`src/verilog/asramc_pkg.sv`:
```
package asramc_pkg;

    // bus geometry
    localparam int ADDR_W      = 18;
    localparam int DATA_W      = 16;
    localparam int LANES       = 2;
    localparam int SYNC_STAGES = 2;
    localparam int TMR_W       = 8;

    // clock
    localparam int CLK_PERIOD_NS = 100;

    // memory timing figures in ns, faster and slower grade
    localparam int T_RC_FAST_NS = 55;
    localparam int T_RC_SLOW_NS = 70;
    localparam int T_AA_FAST_NS = 55;
    localparam int T_AA_SLOW_NS = 70;
    localparam int T_WP_FAST_NS = 40;
    localparam int T_WP_SLOW_NS = 50;
    localparam int T_AW_FAST_NS = 50;
    localparam int T_AW_SLOW_NS = 60;
    localparam int T_CW_FAST_NS = 50;
    localparam int T_CW_SLOW_NS = 60;
    localparam int T_BW_FAST_NS = 50;
    localparam int T_BW_SLOW_NS = 55;
    localparam int T_DW_FAST_NS = 25;
    localparam int T_DW_SLOW_NS = 30;

    // least time to whole cycles, never below one
    function automatic int ceil_cyc(input int ns);
        int c;
        c = (ns + CLK_PERIOD_NS - 1) / CLK_PERIOD_NS;
        return (c < 1) ? 1 : c;
    endfunction

    function automatic int max3(input int a, input int b, input int c);
        int m;
        m = (a > b) ? a : b;
        return (m > c) ? m : c;
    endfunction

    // derived cycle counts
    localparam int RD_CYC_FAST   = max3(ceil_cyc(T_AA_FAST_NS), ceil_cyc(T_RC_FAST_NS), 1);
    localparam int RD_CYC_SLOW   = max3(ceil_cyc(T_AA_SLOW_NS), ceil_cyc(T_RC_SLOW_NS), 1);
    localparam int RC_CYC_FAST   = ceil_cyc(T_RC_FAST_NS);
    localparam int RC_CYC_SLOW   = ceil_cyc(T_RC_SLOW_NS);
    localparam int WP_CYC_FAST   = ceil_cyc(T_WP_FAST_NS);
    localparam int WP_CYC_SLOW   = ceil_cyc(T_WP_SLOW_NS);
    localparam int PRE_CYC_FAST  = max3(ceil_cyc(T_AW_FAST_NS), ceil_cyc(T_CW_FAST_NS), ceil_cyc(T_BW_FAST_NS));
    localparam int PRE_CYC_SLOW  = max3(ceil_cyc(T_AW_SLOW_NS), ceil_cyc(T_CW_SLOW_NS), ceil_cyc(T_BW_SLOW_NS));
    localparam int DW_CYC_FAST   = ceil_cyc(T_DW_FAST_NS);
    localparam int DW_CYC_SLOW   = ceil_cyc(T_DW_SLOW_NS);

    typedef struct packed {
        logic              write;
        logic [ADDR_W-1:0] addr;
        logic [DATA_W-1:0] wdata;
        logic [LANES-1:0]  be;
    } asramc_req_t;

    typedef struct packed {
        logic [ADDR_W-1:0] addr;
        logic              chip_select_active_low;
        logic              chip_select_active_high;
        logic              output_enable_n;
        logic              write_strobe_n;
        logic              high_byte_lane_select_n;
        logic              low_byte_lane_select_n;
    } asramc_pins_t;

    // pins after reset and between accesses: deselected, high select held firm
    localparam asramc_pins_t PINS_IDLE = '{addr: 18'h00000, chip_select_active_low: 1'b1,
        chip_select_active_high: 1'b1, output_enable_n: 1'b1, write_strobe_n: 1'b1,
        high_byte_lane_select_n: 1'b1, low_byte_lane_select_n: 1'b1};

    typedef enum logic [6:0] {
        ST_IDLE  = 7'h01,
        ST_RD    = 7'h02,
        ST_WSET  = 7'h04,
        ST_WPUL  = 7'h08,
        ST_WEND  = 7'h10,
        ST_RET   = 7'h20,
        ST_RECOV = 7'h40
    } asramc_state_t;

endpackage

```
`src/verilog/asramc_sync.sv`:
```
`timescale 1ns/1ps
module asramc_sync #(
    parameter int W = 16
) (
    input  wire logic         mclk,
    input  wire logic         rst,
    input  wire logic [W-1:0] din,
    output logic      [W-1:0] dout
);
    logic [W-1:0] s1_q;
    logic [W-1:0] s2_q;

    // two flops per pin bit, first stage feeds only the second
    for (genvar i = 0; i < W; i++) begin : g_bit
        always_ff @(posedge mclk or posedge rst) begin
            if (rst) begin
                s1_q[i] <= 1'b0;
                s2_q[i] <= 1'b0;
            end else begin
                s1_q[i] <= din[i];
                s2_q[i] <= s1_q[i];
            end
        end
    end

    assign dout = s2_q;
endmodule // asramc_sync

```
`src/verilog/asramc_timer.sv`:
```
`timescale 1ns/1ps
module asramc_timer (
    input  wire logic                         mclk,
    input  wire logic                         rst,
    input  wire logic                         load,
    input  wire logic [asramc_pkg::TMR_W-1:0] val,
    output logic                              done
);
    logic [asramc_pkg::TMR_W-1:0] cnt_q;
    logic [asramc_pkg::TMR_W-1:0] cnt_d;

    // load wins, otherwise count down to zero and rest there
    always_comb begin
        cnt_d = cnt_q;
        if (load) begin
            cnt_d = val;
        end else if (cnt_q != '0) begin
            cnt_d = cnt_q - 1'b1;
        end
    end

    always_ff @(posedge mclk or posedge rst) begin
        if (rst) begin
            cnt_q <= '0;
        end else begin
            cnt_q <= cnt_d;
        end
    end

    assign done = (cnt_q == '0);
endmodule // asramc_timer

```
`src/verilog/asramc_ctrl.sv`:
```
`timescale 1ns/1ps
// Summary of operation
// - write spans last assert to first release
// - write strobe low for minimum pulse
// - address valid long before write end
// - chip selects active long before write end
// - byte lanes asserted long before write end
// - address set before write starts
// - address held through write end
// - data set before end, held after
// - retention entered by dropping high select
// - high select driven firmly at all times
// - deselect before supply falls
module asramc_ctrl #(
    parameter bit FAST_GRADE = 1'b0
) (
    input  wire logic                              mclk,
    input  wire logic                              rst,
    input  wire logic                              req_valid,
    output logic                                   req_ready,
    input  wire asramc_pkg::asramc_req_t           req,
    output logic                                   rsp_valid,
    output logic      [asramc_pkg::DATA_W-1:0]     rsp_rdata,
    input  wire logic                              ret_req,
    output logic                                   ret_ready,
    output asramc_pkg::asramc_pins_t               pins,
    output logic      [asramc_pkg::DATA_W-1:0]     dq_o,
    output logic      [asramc_pkg::LANES-1:0]      dq_oe,
    input  wire logic [asramc_pkg::DATA_W-1:0]     dq_i
);
    // grade dependent counts
    localparam int RD_CYC  = FAST_GRADE ? asramc_pkg::RD_CYC_FAST : asramc_pkg::RD_CYC_SLOW;
    localparam int RC_CYC  = FAST_GRADE ? asramc_pkg::RC_CYC_FAST : asramc_pkg::RC_CYC_SLOW;
    localparam int WP_CYC  = FAST_GRADE ? asramc_pkg::WP_CYC_FAST : asramc_pkg::WP_CYC_SLOW;
    localparam int PRE_CYC = FAST_GRADE ? asramc_pkg::PRE_CYC_FAST : asramc_pkg::PRE_CYC_SLOW;
    localparam int DW_CYC  = FAST_GRADE ? asramc_pkg::DW_CYC_FAST : asramc_pkg::DW_CYC_SLOW;
    // setup phase makes the select-to-end and data-to-end spans
    localparam int SET_A   = PRE_CYC - WP_CYC;
    localparam int SET_B   = DW_CYC - WP_CYC;
    localparam int SET_M   = (SET_A > SET_B) ? SET_A : SET_B;
    localparam int SET_CYC = (SET_M < 1) ? 1 : SET_M;
    // read holds pins through access plus synchroniser latency
    localparam int RD_HOLD = RD_CYC + asramc_pkg::SYNC_STAGES;

    localparam logic [asramc_pkg::TMR_W-1:0] RD_LOAD  = asramc_pkg::TMR_W'(RD_HOLD - 1);
    localparam logic [asramc_pkg::TMR_W-1:0] SET_LOAD = asramc_pkg::TMR_W'(SET_CYC - 1);
    localparam logic [asramc_pkg::TMR_W-1:0] WP_LOAD  = asramc_pkg::TMR_W'(WP_CYC - 1);
    localparam logic [asramc_pkg::TMR_W-1:0] RC_LOAD  = asramc_pkg::TMR_W'(RC_CYC - 1);

    // user lane enables to active-low lane selects, bit 0 is the low lane
    function automatic logic [asramc_pkg::LANES-1:0] lane_sel_n(input logic [asramc_pkg::LANES-1:0] be);
        return ~be;
    endfunction

    // lane enables widened to a data mask
    function automatic logic [asramc_pkg::DATA_W-1:0] lane_mask(input logic [asramc_pkg::LANES-1:0] be);
        return {{8{be[1]}}, {8{be[0]}}};
    endfunction

    asramc_pkg::asramc_state_t          state_q;
    asramc_pkg::asramc_state_t          state_d;
    asramc_pkg::asramc_pins_t           pins_q;
    asramc_pkg::asramc_pins_t           pins_d;
    asramc_pkg::asramc_req_t            req_q;
    asramc_pkg::asramc_req_t            req_d;
    logic [asramc_pkg::DATA_W-1:0]      dq_o_q;
    logic [asramc_pkg::DATA_W-1:0]      dq_o_d;
    logic [asramc_pkg::LANES-1:0]       dq_oe_q;
    logic [asramc_pkg::LANES-1:0]       dq_oe_d;
    logic [asramc_pkg::DATA_W-1:0]      rdata_q;
    logic [asramc_pkg::DATA_W-1:0]      rdata_d;
    logic                               rsp_valid_q;
    logic                               rsp_valid_d;
    logic                               ret_ready_q;
    logic                               ret_ready_d;
    logic                               tmr_load;
    logic [asramc_pkg::TMR_W-1:0]       tmr_val;
    logic                               tmr_done;
    logic [asramc_pkg::DATA_W-1:0]      dq_sync;

    // data pins come from outside the clock domain
    asramc_sync #(
        .W    (asramc_pkg::DATA_W)
    ) u_sync (
        .mclk (mclk),
        .rst  (rst),
        .din  (dq_i),
        .dout (dq_sync)
    );

    // one phase timer shared by the read, write setup, write pulse and recovery phases
    asramc_timer u_timer (
        .mclk (mclk),
        .rst  (rst),
        .load (tmr_load),
        .val  (tmr_val),
        .done (tmr_done)
    );

    // accept only when idle and no retention pending
    assign req_ready = (state_q == asramc_pkg::ST_IDLE) && !ret_req;

    // sequencer next state and pin values
    always_comb begin
        state_d     = state_q;
        pins_d      = pins_q;
        req_d       = req_q;
        dq_o_d      = dq_o_q;
        dq_oe_d     = dq_oe_q;
        rdata_d     = rdata_q;
        rsp_valid_d = 1'b0;
        ret_ready_d = ret_ready_q;
        tmr_load    = 1'b0;
        tmr_val     = '0;
        case (state_q)
            asramc_pkg::ST_IDLE: begin
                pins_d  = asramc_pkg::PINS_IDLE;
                dq_oe_d = '0;
                if (ret_req) begin
                    // drop the high select: it gates every other input
                    pins_d.chip_select_active_high = 1'b0;
                    ret_ready_d                    = 1'b1;
                    state_d                        = asramc_pkg::ST_RET;
                end else if (req_valid) begin
                    req_d = req;
                    if (req.be == '0) begin
                        // no lane selected: standby, nothing stored or read
                        rdata_d     = '0;
                        rsp_valid_d = 1'b1;
                    end else begin
                        pins_d.addr                    = req.addr;
                        pins_d.chip_select_active_low  = 1'b0;
                        pins_d.chip_select_active_high = 1'b1;
                        {pins_d.high_byte_lane_select_n,
                         pins_d.low_byte_lane_select_n} = lane_sel_n(req.be);
                        tmr_load = 1'b1;
                        if (req.write) begin
                            // outputs are off since idle, so drive data now
                            pins_d.output_enable_n = 1'b1;
                            dq_o_d   = req.wdata;
                            dq_oe_d  = req.be;
                            tmr_val  = SET_LOAD;
                            state_d  = asramc_pkg::ST_WSET;
                        end else begin
                            pins_d.output_enable_n = 1'b0;
                            tmr_val  = RD_LOAD;
                            state_d  = asramc_pkg::ST_RD;
                        end
                    end
                end
            end
            asramc_pkg::ST_RD: begin
                // pins stay put until the synchronised data is settled
                if (tmr_done) begin
                    rdata_d     = dq_sync & lane_mask(req_q.be);
                    rsp_valid_d = 1'b1;
                    pins_d      = asramc_pkg::PINS_IDLE;
                    state_d     = asramc_pkg::ST_IDLE;
                end
            end
            asramc_pkg::ST_WSET: begin
                // address, selects and data settle before the strobe
                if (tmr_done) begin
                    pins_d.write_strobe_n = 1'b0;
                    tmr_load = 1'b1;
                    tmr_val  = WP_LOAD;
                    state_d  = asramc_pkg::ST_WPUL;
                end
            end
            asramc_pkg::ST_WPUL: begin
                // strobe rise is the first release and ends the write
                if (tmr_done) begin
                    pins_d.write_strobe_n = 1'b1;
                    state_d = asramc_pkg::ST_WEND;
                end
            end
            asramc_pkg::ST_WEND: begin
                // data held one cycle and address two cycles past the write end
                pins_d      = asramc_pkg::PINS_IDLE;
                pins_d.addr = pins_q.addr;
                dq_oe_d     = '0;
                rsp_valid_d = 1'b1;
                state_d     = asramc_pkg::ST_IDLE;
            end
            asramc_pkg::ST_RET: begin
                // supply is back once the retention request falls
                if (!ret_req) begin
                    pins_d.chip_select_active_high = 1'b1;
                    ret_ready_d = 1'b0;
                    tmr_load    = 1'b1;
                    tmr_val     = RC_LOAD;
                    state_d     = asramc_pkg::ST_RECOV;
                end
            end
            asramc_pkg::ST_RECOV: begin
                // stay deselected for one read cycle time
                if (tmr_done) begin
                    state_d = asramc_pkg::ST_IDLE;
                end
            end
            default: begin
                pins_d      = asramc_pkg::PINS_IDLE;
                dq_oe_d     = '0;
                ret_ready_d = 1'b0;
                state_d     = asramc_pkg::ST_IDLE;
            end
        endcase
    end

    // sequencer registers
    always_ff @(posedge mclk or posedge rst) begin
        if (rst) begin
            state_q     <= asramc_pkg::ST_IDLE;
            pins_q      <= asramc_pkg::PINS_IDLE;
            req_q       <= '0;
            dq_o_q      <= '0;
            dq_oe_q     <= '0;
            rdata_q     <= '0;
            rsp_valid_q <= 1'b0;
            ret_ready_q <= 1'b0;
        end else begin
            state_q     <= state_d;
            pins_q      <= pins_d;
            req_q       <= req_d;
            dq_o_q      <= dq_o_d;
            dq_oe_q     <= dq_oe_d;
            rdata_q     <= rdata_d;
            rsp_valid_q <= rsp_valid_d;
            ret_ready_q <= ret_ready_d;
        end
    end

    // outputs straight from flops
    assign pins      = pins_q;
    assign dq_o      = dq_o_q;
    assign dq_oe     = dq_oe_q;
    assign rsp_valid = rsp_valid_q;
    assign rsp_rdata = rdata_q;
    assign ret_ready = ret_ready_q;
endmodule // asramc_ctrl

```
`config.mk`:
```
export PLATFORM = sky130hd
export DESIGN_NAME = asramc_ctrl
export DESIGN_NICKNAME = d
export VERILOG_FILES = /design/src/verilog/asramc_pkg.sv /design/src/verilog/asramc_sync.sv /design/src/verilog/asramc_timer.sv /design/src/verilog/asramc_ctrl.sv
export SDC_FILE = /design/constraint.sdc
export NUM_CORES = 1
export LEC_CHECK = 0
export ABC_AREA = 1
export CORE_MARGIN = 2
export CORE_UTILIZATION = 25
export CTS_CLUSTER_SIZE = 28
export DETAILED_ROUTE_END_ITERATION = 16
export DONT_BUFFER_PORTS = 1
export GPL_TIMING_DRIVEN = 0
export HOLD_SLACK_MARGIN = 0.12
export SETUP_SLACK_MARGIN = 0.4
export SLEW_MARGIN = 5
export SYNTH_ARGS = -nofsm -noshare
export SYNTH_HDL_FRONTEND = slang
export SYNTH_SLANG_ARGS = --single-unit
export TNS_END_PERCENT = 10
```
`constraint.sdc`:
```
create_clock -name mclk -period 3.4 [get_ports mclk]
set_clock_uncertainty 0.2 [all_clocks]
set_input_delay 0.17 -clock mclk [delete_from_list [all_inputs] [get_ports mclk]]
set_output_delay 0.17 -clock mclk [all_outputs]
set_load 0.02 [all_outputs]
```
# == Yosys cells after proc, flatten, opt, wreduce, memory -nomap -nowiden ==
# Index checks and enable logic that the tools add are counted.
# totals
ff_bits,109
# classes
addsub,1
mux,57
eq_ne,18
bitwise_logic,9
reduce_logical,22
# op_table
cell,count
$pmux 19 s4,1
$mux 16,4
$mux 7,7
$mux 8,6
$mux 21,2
$pmux 7 s5,1
$pmux 16 s2,1
$mux 24,1
$mux 19,1
$and 16x16->16,1
$mux 1,16
$mux 2,8
$ne 2x2->1 const B,7
$pmux 1 s3,4
$reduce_and 3->1,4
$reduce_and 5->1,2
$reduce_or 5->1,2
$logic_not 8->1,1
$pmux 1 s4,2
$reduce_bool 8->1,1
$sub 8x1->8 const B,1
$eq 7x1->1 const B,1
$eq 7x2->1 const B,1
$eq 7x3->1 const B,1
21 further kinds,31

# == Depth between registers and ports, before layout ==
# Gate-level depths: netlist (run 1).
# logic_depth
word_depth,6
ltp_mapped,11

# == By module ==
# From an unflattened synthesis (run 1), not the netlist that was laid out.
# unflattened
cells_unflattened,479
area_unflattened_um2,4481.8
# by_module_without_submodules
module,instances,seq_area_each_um2,area_per_inst_um2,cells_each
asramc_ctrl,1,1735.4,3146.8,375
asramc_sync,1,800.8,804.5,33
asramc_timer,1,200.2,530.5,71

# == Least setup slack after synthesis (run 1) ==
# No wires, ideal clock.
# synth_path
kind,register -> register
start,reg u_timer.cnt_q[0] (netlist bit)
end,"reg pins_q, in the netlist pins[13]"
setup_ns,0.117
t_arrival_ns,1.483
slack_ns,1.600
n_path_buf,1
stages_incl_launch_ff,11
required_time_ns,3.083
period_less_slack_ns,1.800
path_cell_list,dfrtp_1 inv_1 ha_1 nand2_1 nor2_8 nor2_4 nor2_4 nand3_4 buf_6 nand2_1 nand2_1
# synth_between
elab_chain_cells,3
# synth_lines
element,line_no,text
start: declaration,asramc_timer.sv:9,logic [asramc_pkg::TMR_W-1:0] cnt_q;
start signal: assignment,asramc_timer.sv:26,cnt_q <= cnt_d;
$logic_not 8->1,asramc_timer.sv:30,assign done = (cnt_q == '0);
$ne 2x2->1 (no line),-,
$reduce_and 3->1 (no line),-,
end signal: assignment,asramc_ctrl.sv:214,pins_q <= asramc_pkg::PINS_IDLE;
end signal: assignment,asramc_ctrl.sv:223,pins_q <= pins_d;
end: declaration,asramc_ctrl.sv:62,asramc_pkg::asramc_pins_t pins_q;
# Every way passes these cells.
# A chain may end at the register's enable or synchronous reset.

# == Worst setup path after layout (run 1) ==
# layout_path
start,reg state_q[0]
end,"reg dq_o_q, in the netlist dq_o[0]"
# layout_between
elab_chain_cells,2
# layout_lines
element,line_no,text
start: declaration,asramc_ctrl.sv:60,asramc_pkg::asramc_state_t state_q;
start signal: assignment,asramc_ctrl.sv:213,state_q <= asramc_pkg::ST_IDLE;
start signal: assignment,asramc_ctrl.sv:222,state_q <= state_d;
$eq 7x1->1,asramc_ctrl.sv:115,case (state_q)
$reduce_and 5->1 (no line),-,
end signal: assignment,asramc_ctrl.sv:225,dq_o_q <= dq_o_d;
end: declaration,asramc_ctrl.sv:66,logic [asramc_pkg::DATA_W-1:0] dq_o_q;
# Every way passes these cells.

==> results.cfg, run 1 <==
[pwr]
leakage_nw = 2.874
power_density_nw_per_um2 = 759.3
ir_drop_mv = 0.3241
power.total_w = 0.004502

[floorplanning]
die_w_microns = 135.9
ios = 118
initial_core_util_pct = 25.31
core-area_sq_um = 17180
die_height_microns = 135.9
dieArea_sq_um = 18460
num_rows = 48

[cells_and_area]
fin_area_sq_um = 5929
multiInputGateArea_sq_um = 1428
layout.nets = 618
antenna_cells = 0
seqCellArea_sq_um = 2736
syn2layout_area_growth_pct = 36.41
fill_cells = 1727
drive_above_1_share_pct = 13.30

[setup_path]
rr_worst_depth = 11
crit_path_start = state_q[0]$_DFFE_PP1P_
arrival_ps = 3040
r2r_slack_ps = 450
worstSetupPathType = reg2reg
worstReg2RegStart = state_q[0]$_DFFE_PP1P_
cp_max_fo = 10
critPathCaptureType = flip-flop
cp-start-kind = flip-flop
required_ps = 3490
reg2reg_to = dq_o[0]$_DFFE_PP0P_

[timing]
hold_viol = 0
setup_tns_ps = 0
drv_slew = 0
rsz0062_at_grt = true
worst_slew_pin_slew_ps = 848.9
timing.final.crit_period_ps = 2947
setup_viol = 0
fin_crit_sh_pct = 86.69
fmax_mhz = 339.3
slew_headroom_pct = 43.29

[synthesis]
seq_area_frac_synth_pct = 62.95
yosysTopAreaCell = dfrtp_1
yosys-top-cells-count = 161 x nand2_1, 102 x dfrtp_1, 34 x nor2_1, 27 x nand3_1, 25 x inv_1
synth_cells = 452
synth_most_common_cell = nand2_1
syn_avg_cell_area_sq_um = 9.617
synth_area_sq_um = 4347
synth-main-ff-cell = dfrtp_1
ys_seq_elements = 109
synth.area.top_cells = dfrtp_1 59%, nand2_1 14%, dfstp_2 4.2%
yosys_warnings = 0
synth_nets = 511
synth_edf_count = 0
synth.distinct_cells = 33
synth_top_area_share_pct = 58.72
async_flop_share_pct = 100.0

[routing]
drt_first_pass_iters = 4
drc = 0
ant_nets = 0
drt-vias-per-instance = 4.332
vias = 3418
drtIter0Drc = 205
routed_wl_microns = 11140
wl_per_cell_microns = 14.12

[placement]
hpwl_microns = 7577
place_congestion = 0.8675
io_buffers = 0
place_area_sq_um = 4672

[run]
maxCapViolCount = 0

[global_route]
grt.overflow.total = 0
grtUsageTotal_pct = 12.60
grt_pass1_wl_microns = 17750
grt_max_degree = 45
grt_pass1_vias = 3431
antenna_found_initial = 0

[clock_tree]
clk_pin_slew_worst_paths_ps = 70
cts_buffers = 9
cts_tree = built
htreeDepth = 3
cts_root_buffer = clkbuf_16
cts_max_path_buffers = 2
clkLatencyLatePin_ps = 350
clock-sinks = 109

[worst_hold_path]
min_path_cells = 6
worstHoldPathType = in2reg
hold_end = state_q[6]$_DFFE_PP0P_
hold_start = req[1]

[outcome]
outcome = completed
==> final cells by class <==
type	instances	share of cell area, %
tap	225	4.748
timing repair buffer	96	16.46
clock buffer	9	3.798
inverter	34	2.300
multi-input combinational	300	24.08
buffer	9	1.118
sequential	109	46.15
clock inverter	7	1.350
==> power by group <==
part	switching (W)	internal (W)	total, W
registers	0.000394	0.00157	0.00196
clock network	0.000512	0.000585	0.00110
logic	0.000864	0.000578	0.00144
==> state kept, by name, summed over array words and instances (netlist names), 7 cells and up <==
signal	flops
u_sync.s1_q	16
pins	24
u_timer.cnt_q	8
state_q	7
rsp_rdata	16
dq_o	16
u_sync.dout	16
==> metal layers <==
metal,share of wire [%],up-vias,GRT usage (%),wire length [microns]
li1,-,1636,-,-
met1,42,1628,15.58,4655
met2,49,132,20.90,5459
met3,6.7,22,3.244,749
met4,2.5,0,5.324,273
met5,0,-,0,0
==> critical path, cell delays in order (launching register included) <==
cell	delay, ps
dfstp_2	570
inv_1	60
nor2_1	120
nand2_2	90
nor2_4	170
nand3_4	110
clkinv_4	100
buf_6	150
nand3_1	90
dlygate4sd3_1	600
nand2_1	80
dlygate4sd3_1	540
==> logic make-up (layout without fill, tap and decap cells) <==
kind of cell	count (synthesis)	after routing	share of synthesized area, %
buffers and inverters	43	155	4.433
adders and majority gates	2	2	0.5756
AOI/OAI and AO/OA	32	32	4.030
DFF	109	109	62.95
xor gates and xnor gates	5	5	1.007
and+or+nand+nor	261	261	27.00
==> cell usage in the layout (no fill, tap or decap), types with 7 or more instances in the layout <==
master         Yosys  layout
a21oi_1            7       7
clkbuf_16          0       9
dfrtp_1          102     102
dfstp_2            7       7
dlygate4sd3_1      0      92
inv_1             25      24
inv_2              7       7
nand2_1          161     160
nand2_2           13      14
nand3_1           27      27
nor2_1            34      34
o21ai_1           17      17
==> worst max path at each step <==
stage / to / cells past startpoint / slack [ps]
after floorplan: pins[13]$_DFFE_PP0P_ / 10 / 1600
after global routing: dq_o[0]$_DFFE_PP0P_ / 11 / 290
after detailed placement: req_q[1]$_DFFE_PP0P_ / 9 / 1300
final: dq_o[0]$_DFFE_PP0P_ / 11 / 450
after global placement: rsp_valid$_DFF_PP0_ / 1 / 1190
after CTS: dq_o[7]$_DFFE_PP0P_ / 11 / 470
==> timing repair <==
action | in CTS | in global routing
setup endpoints to repair | 0 | 9
endpoints found under the hold margin | 104 | 0
resized for setup | 0 | 4
setup buffers | 0 | 2
hold buffers | 93 | 0
==> metrics by stage <==
step	instances	hold slack, ps	util, %	setup WS (ps)
6_report	789	147.4	34.52	452.5
3_3_place_gp	677	1.481	26.97	1194
5_1_grt	789	146.3	34.52	294.4
3_5_place_dp	679	1.476	27.20	1304
4_1_cts	788	124.0	34.40	470.3
2_1_floorplan	452	1.430	-	1600
Power figures use the tool's default switching activity.
==> run 2: changes to the inputs <==
Settings changed: CORE_UTILIZATION 25 to 50, PLACE_DENSITY from default to 0.68.
==> run 2 against run 1 <==
  * Worst setup slack improved by 8.3 ps
  * Clock power decreased by 29%
  * Sequential share of layout area increased by 1.7 points
  * Combinational power about the same
  * Hold slack got worse by 3.6 ps
  * Critical path type unchanged
  * Sequential power about the same
  * Routed wire length decreased by 6.1%
  * Non-clock buffer count increased by 5
  * Critical endpoint is now dq_o[3]$_DFFE_PP0P_
  * Cell area decreased by 3.6%
==> results.cfg, run 2 (synthesized netlist as in run 1, its figures left out) <==
[timing]
worst_slew_pin_slew_ps = 863.7
slew_headroom_pct = 42.30
timing.final.crit_period_ps = 2939
hold_viol = 0
drv_slew = 0
fin_ws_ps = 460.8
fmax_mhz = 340.2
rsz0062_at_grt = true
setup_tns_ps = 0
timing.hold.ws_ps = 143.9
fin_crit_sh_pct = 86.45
setup_viol = 0

[floorplanning]
die_w_microns = 97.24
core-area_sq_um = 8593
num_rows = 34
ios = 118
initial_core_util_pct = 50.58
dieArea_sq_um = 9456
die_height_microns = 97.24

[global_route]
grt_pass1_vias = 3542
grt_pass1_wl_microns = 17660
grt.overflow.total = 0
grt_max_degree = 43
grtUsageTotal_pct = 23.13
antenna_found_initial = 0

[routing]
vias = 3413
drt_first_pass_iters = 4
routed_wl_microns = 10460
drt-vias-per-instance = 5.041
ant_nets = 0
wl_per_cell_microns = 15.44
drtIter0Drc = 166
drc = 0

[cells_and_area]
final_cell_mix = 161 x nand2_1, 102 x dfrtp_1, 96 x dlygate4sd3_1
drive_above_1_share_pct = 13.18
syn2layout_area_growth_pct = 31.55
fin_util_pct = 66.54
layout.nets = 623
layout_commonest_cell = nand2_1
antenna_cells = 0
largest_reg_flops = 24
final-instance-count-excl-fill = 677

[clock_tree]
htreeDepth = 3
clkLatencyLatePin_ps = 360
cts_max_path_buffers = 2
cts_root_buffer = clkbuf_8
cts_buffers = 9
clock-sinks = 109
cts_tree = built
clk_pin_slew_worst_paths_ps = 120

[placement]
dp.cells = 562
io_buffers = 0
pre_cts_ws_ps = 1384
place_congestion = 0.8515
hpwl_microns = 6304

[setup_path]
cp_max_fo = 10
arrival_ps = 3050
cp-start-kind = flip-flop
critPathCaptureType = flip-flop
r2r_slack_ps = 460
required_ps = 3510
worstSetupPathType = reg2reg

[run]
maxCapViolCount = 0

[pwr]
leakage_nw = 2.841
power_density_nw_per_um2 = 736.3
ir_drop_mv = 0.3878

[outcome]
outcome = completed

[worst_hold_path]
worstHoldPathType = in2reg
run 2: cell types whose count changed in the layout (fill, tap and decap cells not counted), moves of 2 or more:
cell | before | now
clkbuf_16 | 9 | 0
clkbuf_8 | 0 | 9
dlygate4sd3_1 | 92 | 96
buf_4 | 4 | 6
clkinv_8 | 0 | 2
run 2: timing repair:
action                                  in CTS  in global routing
endpoints found under the hold margin      133                  0
buffers inserted                             0                  3
hold buffers                                97                  0
endpoints found under the setup margin       0                  9
gates resized for setup                      0                  1
run 2: stage by stage:
step / total power, W / instance area (sq um)
after global routing: 0.004472 / 5718
after global placement: 0.003099 / 4486
after floorplan: 0.002847 / 4350
after detailed placement: 0.003134 / 4526
after CTS: 0.004166 / 5698
final: 0.004210 / 5718
run 2: worst max-delay path, stage by stage (launching register included):
cell,delay (ps)
dfstp_2,560
inv_1,50
nor2_1,80
nand2_1,100
nor2_4,180
nand3_4,110
inv_4,70
buf_4,160
nand3_1,100
dlygate4sd3_1,610
nand2_1,70
dlygate4sd3_1,560
run 2: area by class of cell:
cell class | instances | area, sq um
Buffer | 9 | 62.56
Tap cell | 108 | 135.1
Inverter | 34 | 133.9
Sequential cell | 109 | 2736
Multi-Input combinational cell | 300 | 1425
Clock buffer | 9 | 123.9
Fill cell | 665 | 2875
Clock inverter | 7 | 77.57
Timing Repair Buffer | 101 | 1023
run 2: power breakdown:
part | total [W] | internal (W) | switching, W | leakage, nW
clock | 0.000785 | 0.000293 | 0.000493 | 0.103
sequential | 0.00196 | 0.00157 | 0.000391 | 1.38
combinational | 0.00147 | 0.000614 | 0.000852 | 1.36
total | 0.00421 | 0.00247 | 0.00174 | 2.84
run 2: path summary, 6_finish.rpt:
| check | from | endpoint | depth (start not counted) |
|---|---|---|---|
| setup / recovery | state_q[0]$_DFFE_PP1P_ | dq_o[3]$_DFFE_PP0P_ | 11 |
| hold / removal | dq_i[0] | u_sync.s1_q[0]$_DFF_PP0_ | 1 |
| setup reg to reg | state_q[0]$_DFFE_PP1P_ | dq_o[3]$_DFFE_PP0P_ | 11 |
| hold reg to reg | u_sync.s1_q[14]$_DFF_PP0_ | u_sync.dout[14]$_DFF_PP0_ | 0 |
| max in group asynchronous | rst | pins[4]$_DFFE_PP1P_ | 4 |
| min in group asynchronous | rst | u_sync.s1_q[7]$_DFF_PP0_ | 2 |
run 2: metal layers:
metal	wire length, microns	track usage (%)	up-vias
li1	-	-	1638
met1	4361	29.76	1641
met2	5203	38.30	110
met3	638	6.691	24
met4	252	7.051	0
met5	0	0	-
==> run 3: changes to the inputs <==
Settings changed: ABC_AREA 1 to default.
==> run 3 against run 2 <==
  * Synthesized cell count decreased by 17%
  * Count of clock-buffer cells in the layout unchanged
  * Sequential share of layout area is 2.6 points higher
==> results.cfg, run 3 <==
[routing]
drt-vias-per-instance = 5.552
vias = 3109
drtIter0Drc = 183
drc = 0
wl_per_cell_microns = 17.52
ant_nets = 0
routed_wl_microns = 9809
drt_first_pass_iters = 4

[clock_tree]
cts_root_buffer = clkbuf_8
post_cts.repair.setup_buffers = 0
cts_buffers = 9
clkLatencyLatePin_ps = 370
htreeDepth = 3
clock-sinks = 109
clk_pin_slew_worst_paths_ps = 110
cts_max_path_buffers = 2
cts_tree = built

[synthesis]
syn_avg_cell_area_sq_um = 11.87
yosys_warnings = 0
yosysTopAreaCell = dfrtp_1
yosys-top-cells-count = 102 x dfrtp_1, 45 x inv_1, 26 x nand2_1, 22 x o21ai_1, 19 x a22oi_1
synth_edf_count = 0
seq_area_frac_synth_pct = 61.66
synth_nets = 433
synth_most_common_cell = dfrtp_1
async_flop_share_pct = 100.0
synth_top_area_share_pct = 57.51
synth_cells = 374
ys_seq_elements = 109
synth.distinct_cells = 58
synth_area_sq_um = 4438
synth-main-ff-cell = dfrtp_1
synth.area.top_cells = dfrtp_1 58%, dfstp_2 4.1%, mux2i_1 3.8%

[floorplanning]
core-area_sq_um = 8678
initial_core_util_pct = 51.14
die_height_microns = 98.21
dieArea_sq_um = 9645
num_rows = 34
die_w_microns = 98.21
ios = 118

[timing]
worst_slew_pin_slew_ps = 808.8
timing.final.crit_period_ps = 2824
hold_viol = 0
fin_ws_ps = 575.6
setup_tns_ps = 0
slew_headroom_pct = 45.63
rsz0062_at_grt = false
setup_viol = 0
fin_crit_sh_pct = 83.07
drv_slew = 0
fmax_mhz = 354.1

[setup_path]
cp_max_fo = 10
crit_slowest_cell = dlygate4sd3_1
max_stage_delay_ps = 620
worstSetupPathType = reg2reg
reg2reg_to = u_timer.cnt_q[1]$_DFFE_PP0P_
crit_chain = buf_2, nor4bb_2, dlygate4sd3_1, nand4_1, dlygate4sd3_1, o22ai_1
crit_buf_inv = 3
crit_path_start = state_q[0]$_DFFE_PP1P_
required_ps = 3490
crit_path_frequent_cell = dlygate4sd3_1
r2r_slack_ps = 580
rr_worst_depth = 6
cpLargestDelayFamily = buffers and inverters
worstReg2RegStart = state_q[0]$_DFFE_PP1P_
arrival_ps = 2910
cp-start-kind = flip-flop
critPathCaptureType = flip-flop

[global_route]
grtUsageTotal_pct = 21.48
grt_max_degree = 40
grt_pass1_vias = 3345
grt.overflow.total = 0
grt_pass1_wl_microns = 16300
antenna_found_initial = 0

[cells_and_area]
fill_cells = 668
drive_above_1_share_pct = 12.83
largest_reg_flops = 24
final_cell_mix = 102 x dfrtp_1, 60 x dlygate4sd3_1, 44 x inv_1
fin_area_sq_um = 5425
syn2layout_area_growth_pct = 22.24
layout_commonest_cell = dfrtp_1
layout.nets = 506
antenna_cells = 0

[placement]
io_buffers = 0
hpwl_microns = 6341
place_congestion = 0.8839
place_area_sq_um = 4617
pre_cts_ws_ps = 644.8

[pwr]
leakage_nw = 2.309
power_density_nw_per_um2 = 756.8
ir_drop_mv = 0.4098
power.total_w = 0.004106

[run]
maxCapViolCount = 0

[worst_hold_path]
min_path_cells = 1
hold_start = dq_i[2]
hold_end = u_sync.s1_q[2]$_DFF_PP0_
worstHoldPathType = in2reg

[outcome]
outcome = completed
==> run 3: changes by cell type after synthesis, moves of 12 or more <==
| cell | delta |
|---|---|
| a22oi_1 | +19 |
| inv_1 | +20 |
| mux2i_1 | +17 |
| nor2_1 | -16 |
| nand3_1 | -24 |
| nand2_1 | -135 |
| nand2_2 | -12 |
==> run 3: cells by family (layout without fill, tap and decap cells) <==
group / count (synthesis) / count (layout) / share of synthesized area [%]
AOI/OAI and AO/OA: 80 / 80 / 12.04
and+or+nand+nor: 82 / 82 / 10.52
DFF: 109 / 109 / 61.66
xor gates and xnor gates: 7 / 7 / 1.381
muxes: 33 / 33 / 7.894
buffers and inverters: 61 / 139 / 5.949
adders and majority gates: 2 / 2 / 0.5638
==> run 3: report_power, final <==
part	switching [W]	total, W	internal, W
combinational	0.000642	0.00113	0.000486
clock	0.000497	0.000792	0.000295
sequential	0.000549	0.00219	0.00164
==> run 3: metrics by stage <==
stage	hold slack (ps)	cells	util, %
3_3_place_gp	1.478	482	52.74
6_report	143.5	560	62.51
3_5_place_dp	1.476	484	53.20
2_1_floorplan	1.430	374	-
5_1_grt	121.2	560	62.51
4_1_cts	127.2	560	62.44
==> run 3: layout make-up <==
class	instances	area, sq um	area share (%)
buffer	16	95.09	1.753
clock buffer	9	123.9	2.283
clock inverter	7	77.57	1.430
inverter	45	172.7	3.183
multi-input combinational	204	1444	26.61
sequential	109	2736	50.44
tap	108	135.1	2.491
timing repair buffer	62	640.6	11.81
==> run 3: worst reg2reg max path, stage by stage, from the launching register on <==
cell and delay [ps]:
dfstp_2 550, buf_2 200, nor4bb_2 330, dlygate4sd3_1 590
nand4_1 120, dlygate4sd3_1 620, o22ai_1 160
==> run 3: worst max-delay path by stage <==
stage	to	slack, ps	depth (start not counted)
2_1_floorplan	rsp_rdata[0]$_DFFE_PP0P_	1040	9
3_3_place_gp	rsp_rdata[3]$_DFFE_PP0P_	750	9
3_5_place_dp	rsp_rdata[2]$_DFFE_PP0P_	640	9
4_1_cts	u_timer.cnt_q[1]$_DFFE_PP0P_	540	6
5_1_grt	u_timer.cnt_q[1]$_DFFE_PP0P_	420	6
6_report	u_timer.cnt_q[1]$_DFFE_PP0P_	580	6
==> run 3: per-layer routing <==
layer	routed length, microns	track usage [%]	up-vias
li1	-	-	1432
met1	4068	27.08	1519
met2	4740	34.56	132
met3	713	6.228	26
met4	287	9.905	0
met5	0	0	-
==> run 3: repair_timing <==
action / 4_1_cts / 5_1_grt
hold endpoints to repair: 172 / 0
resized for setup: 0 / 1
hold buffers: 60 / 0
setup endpoints to repair: 0 / 1
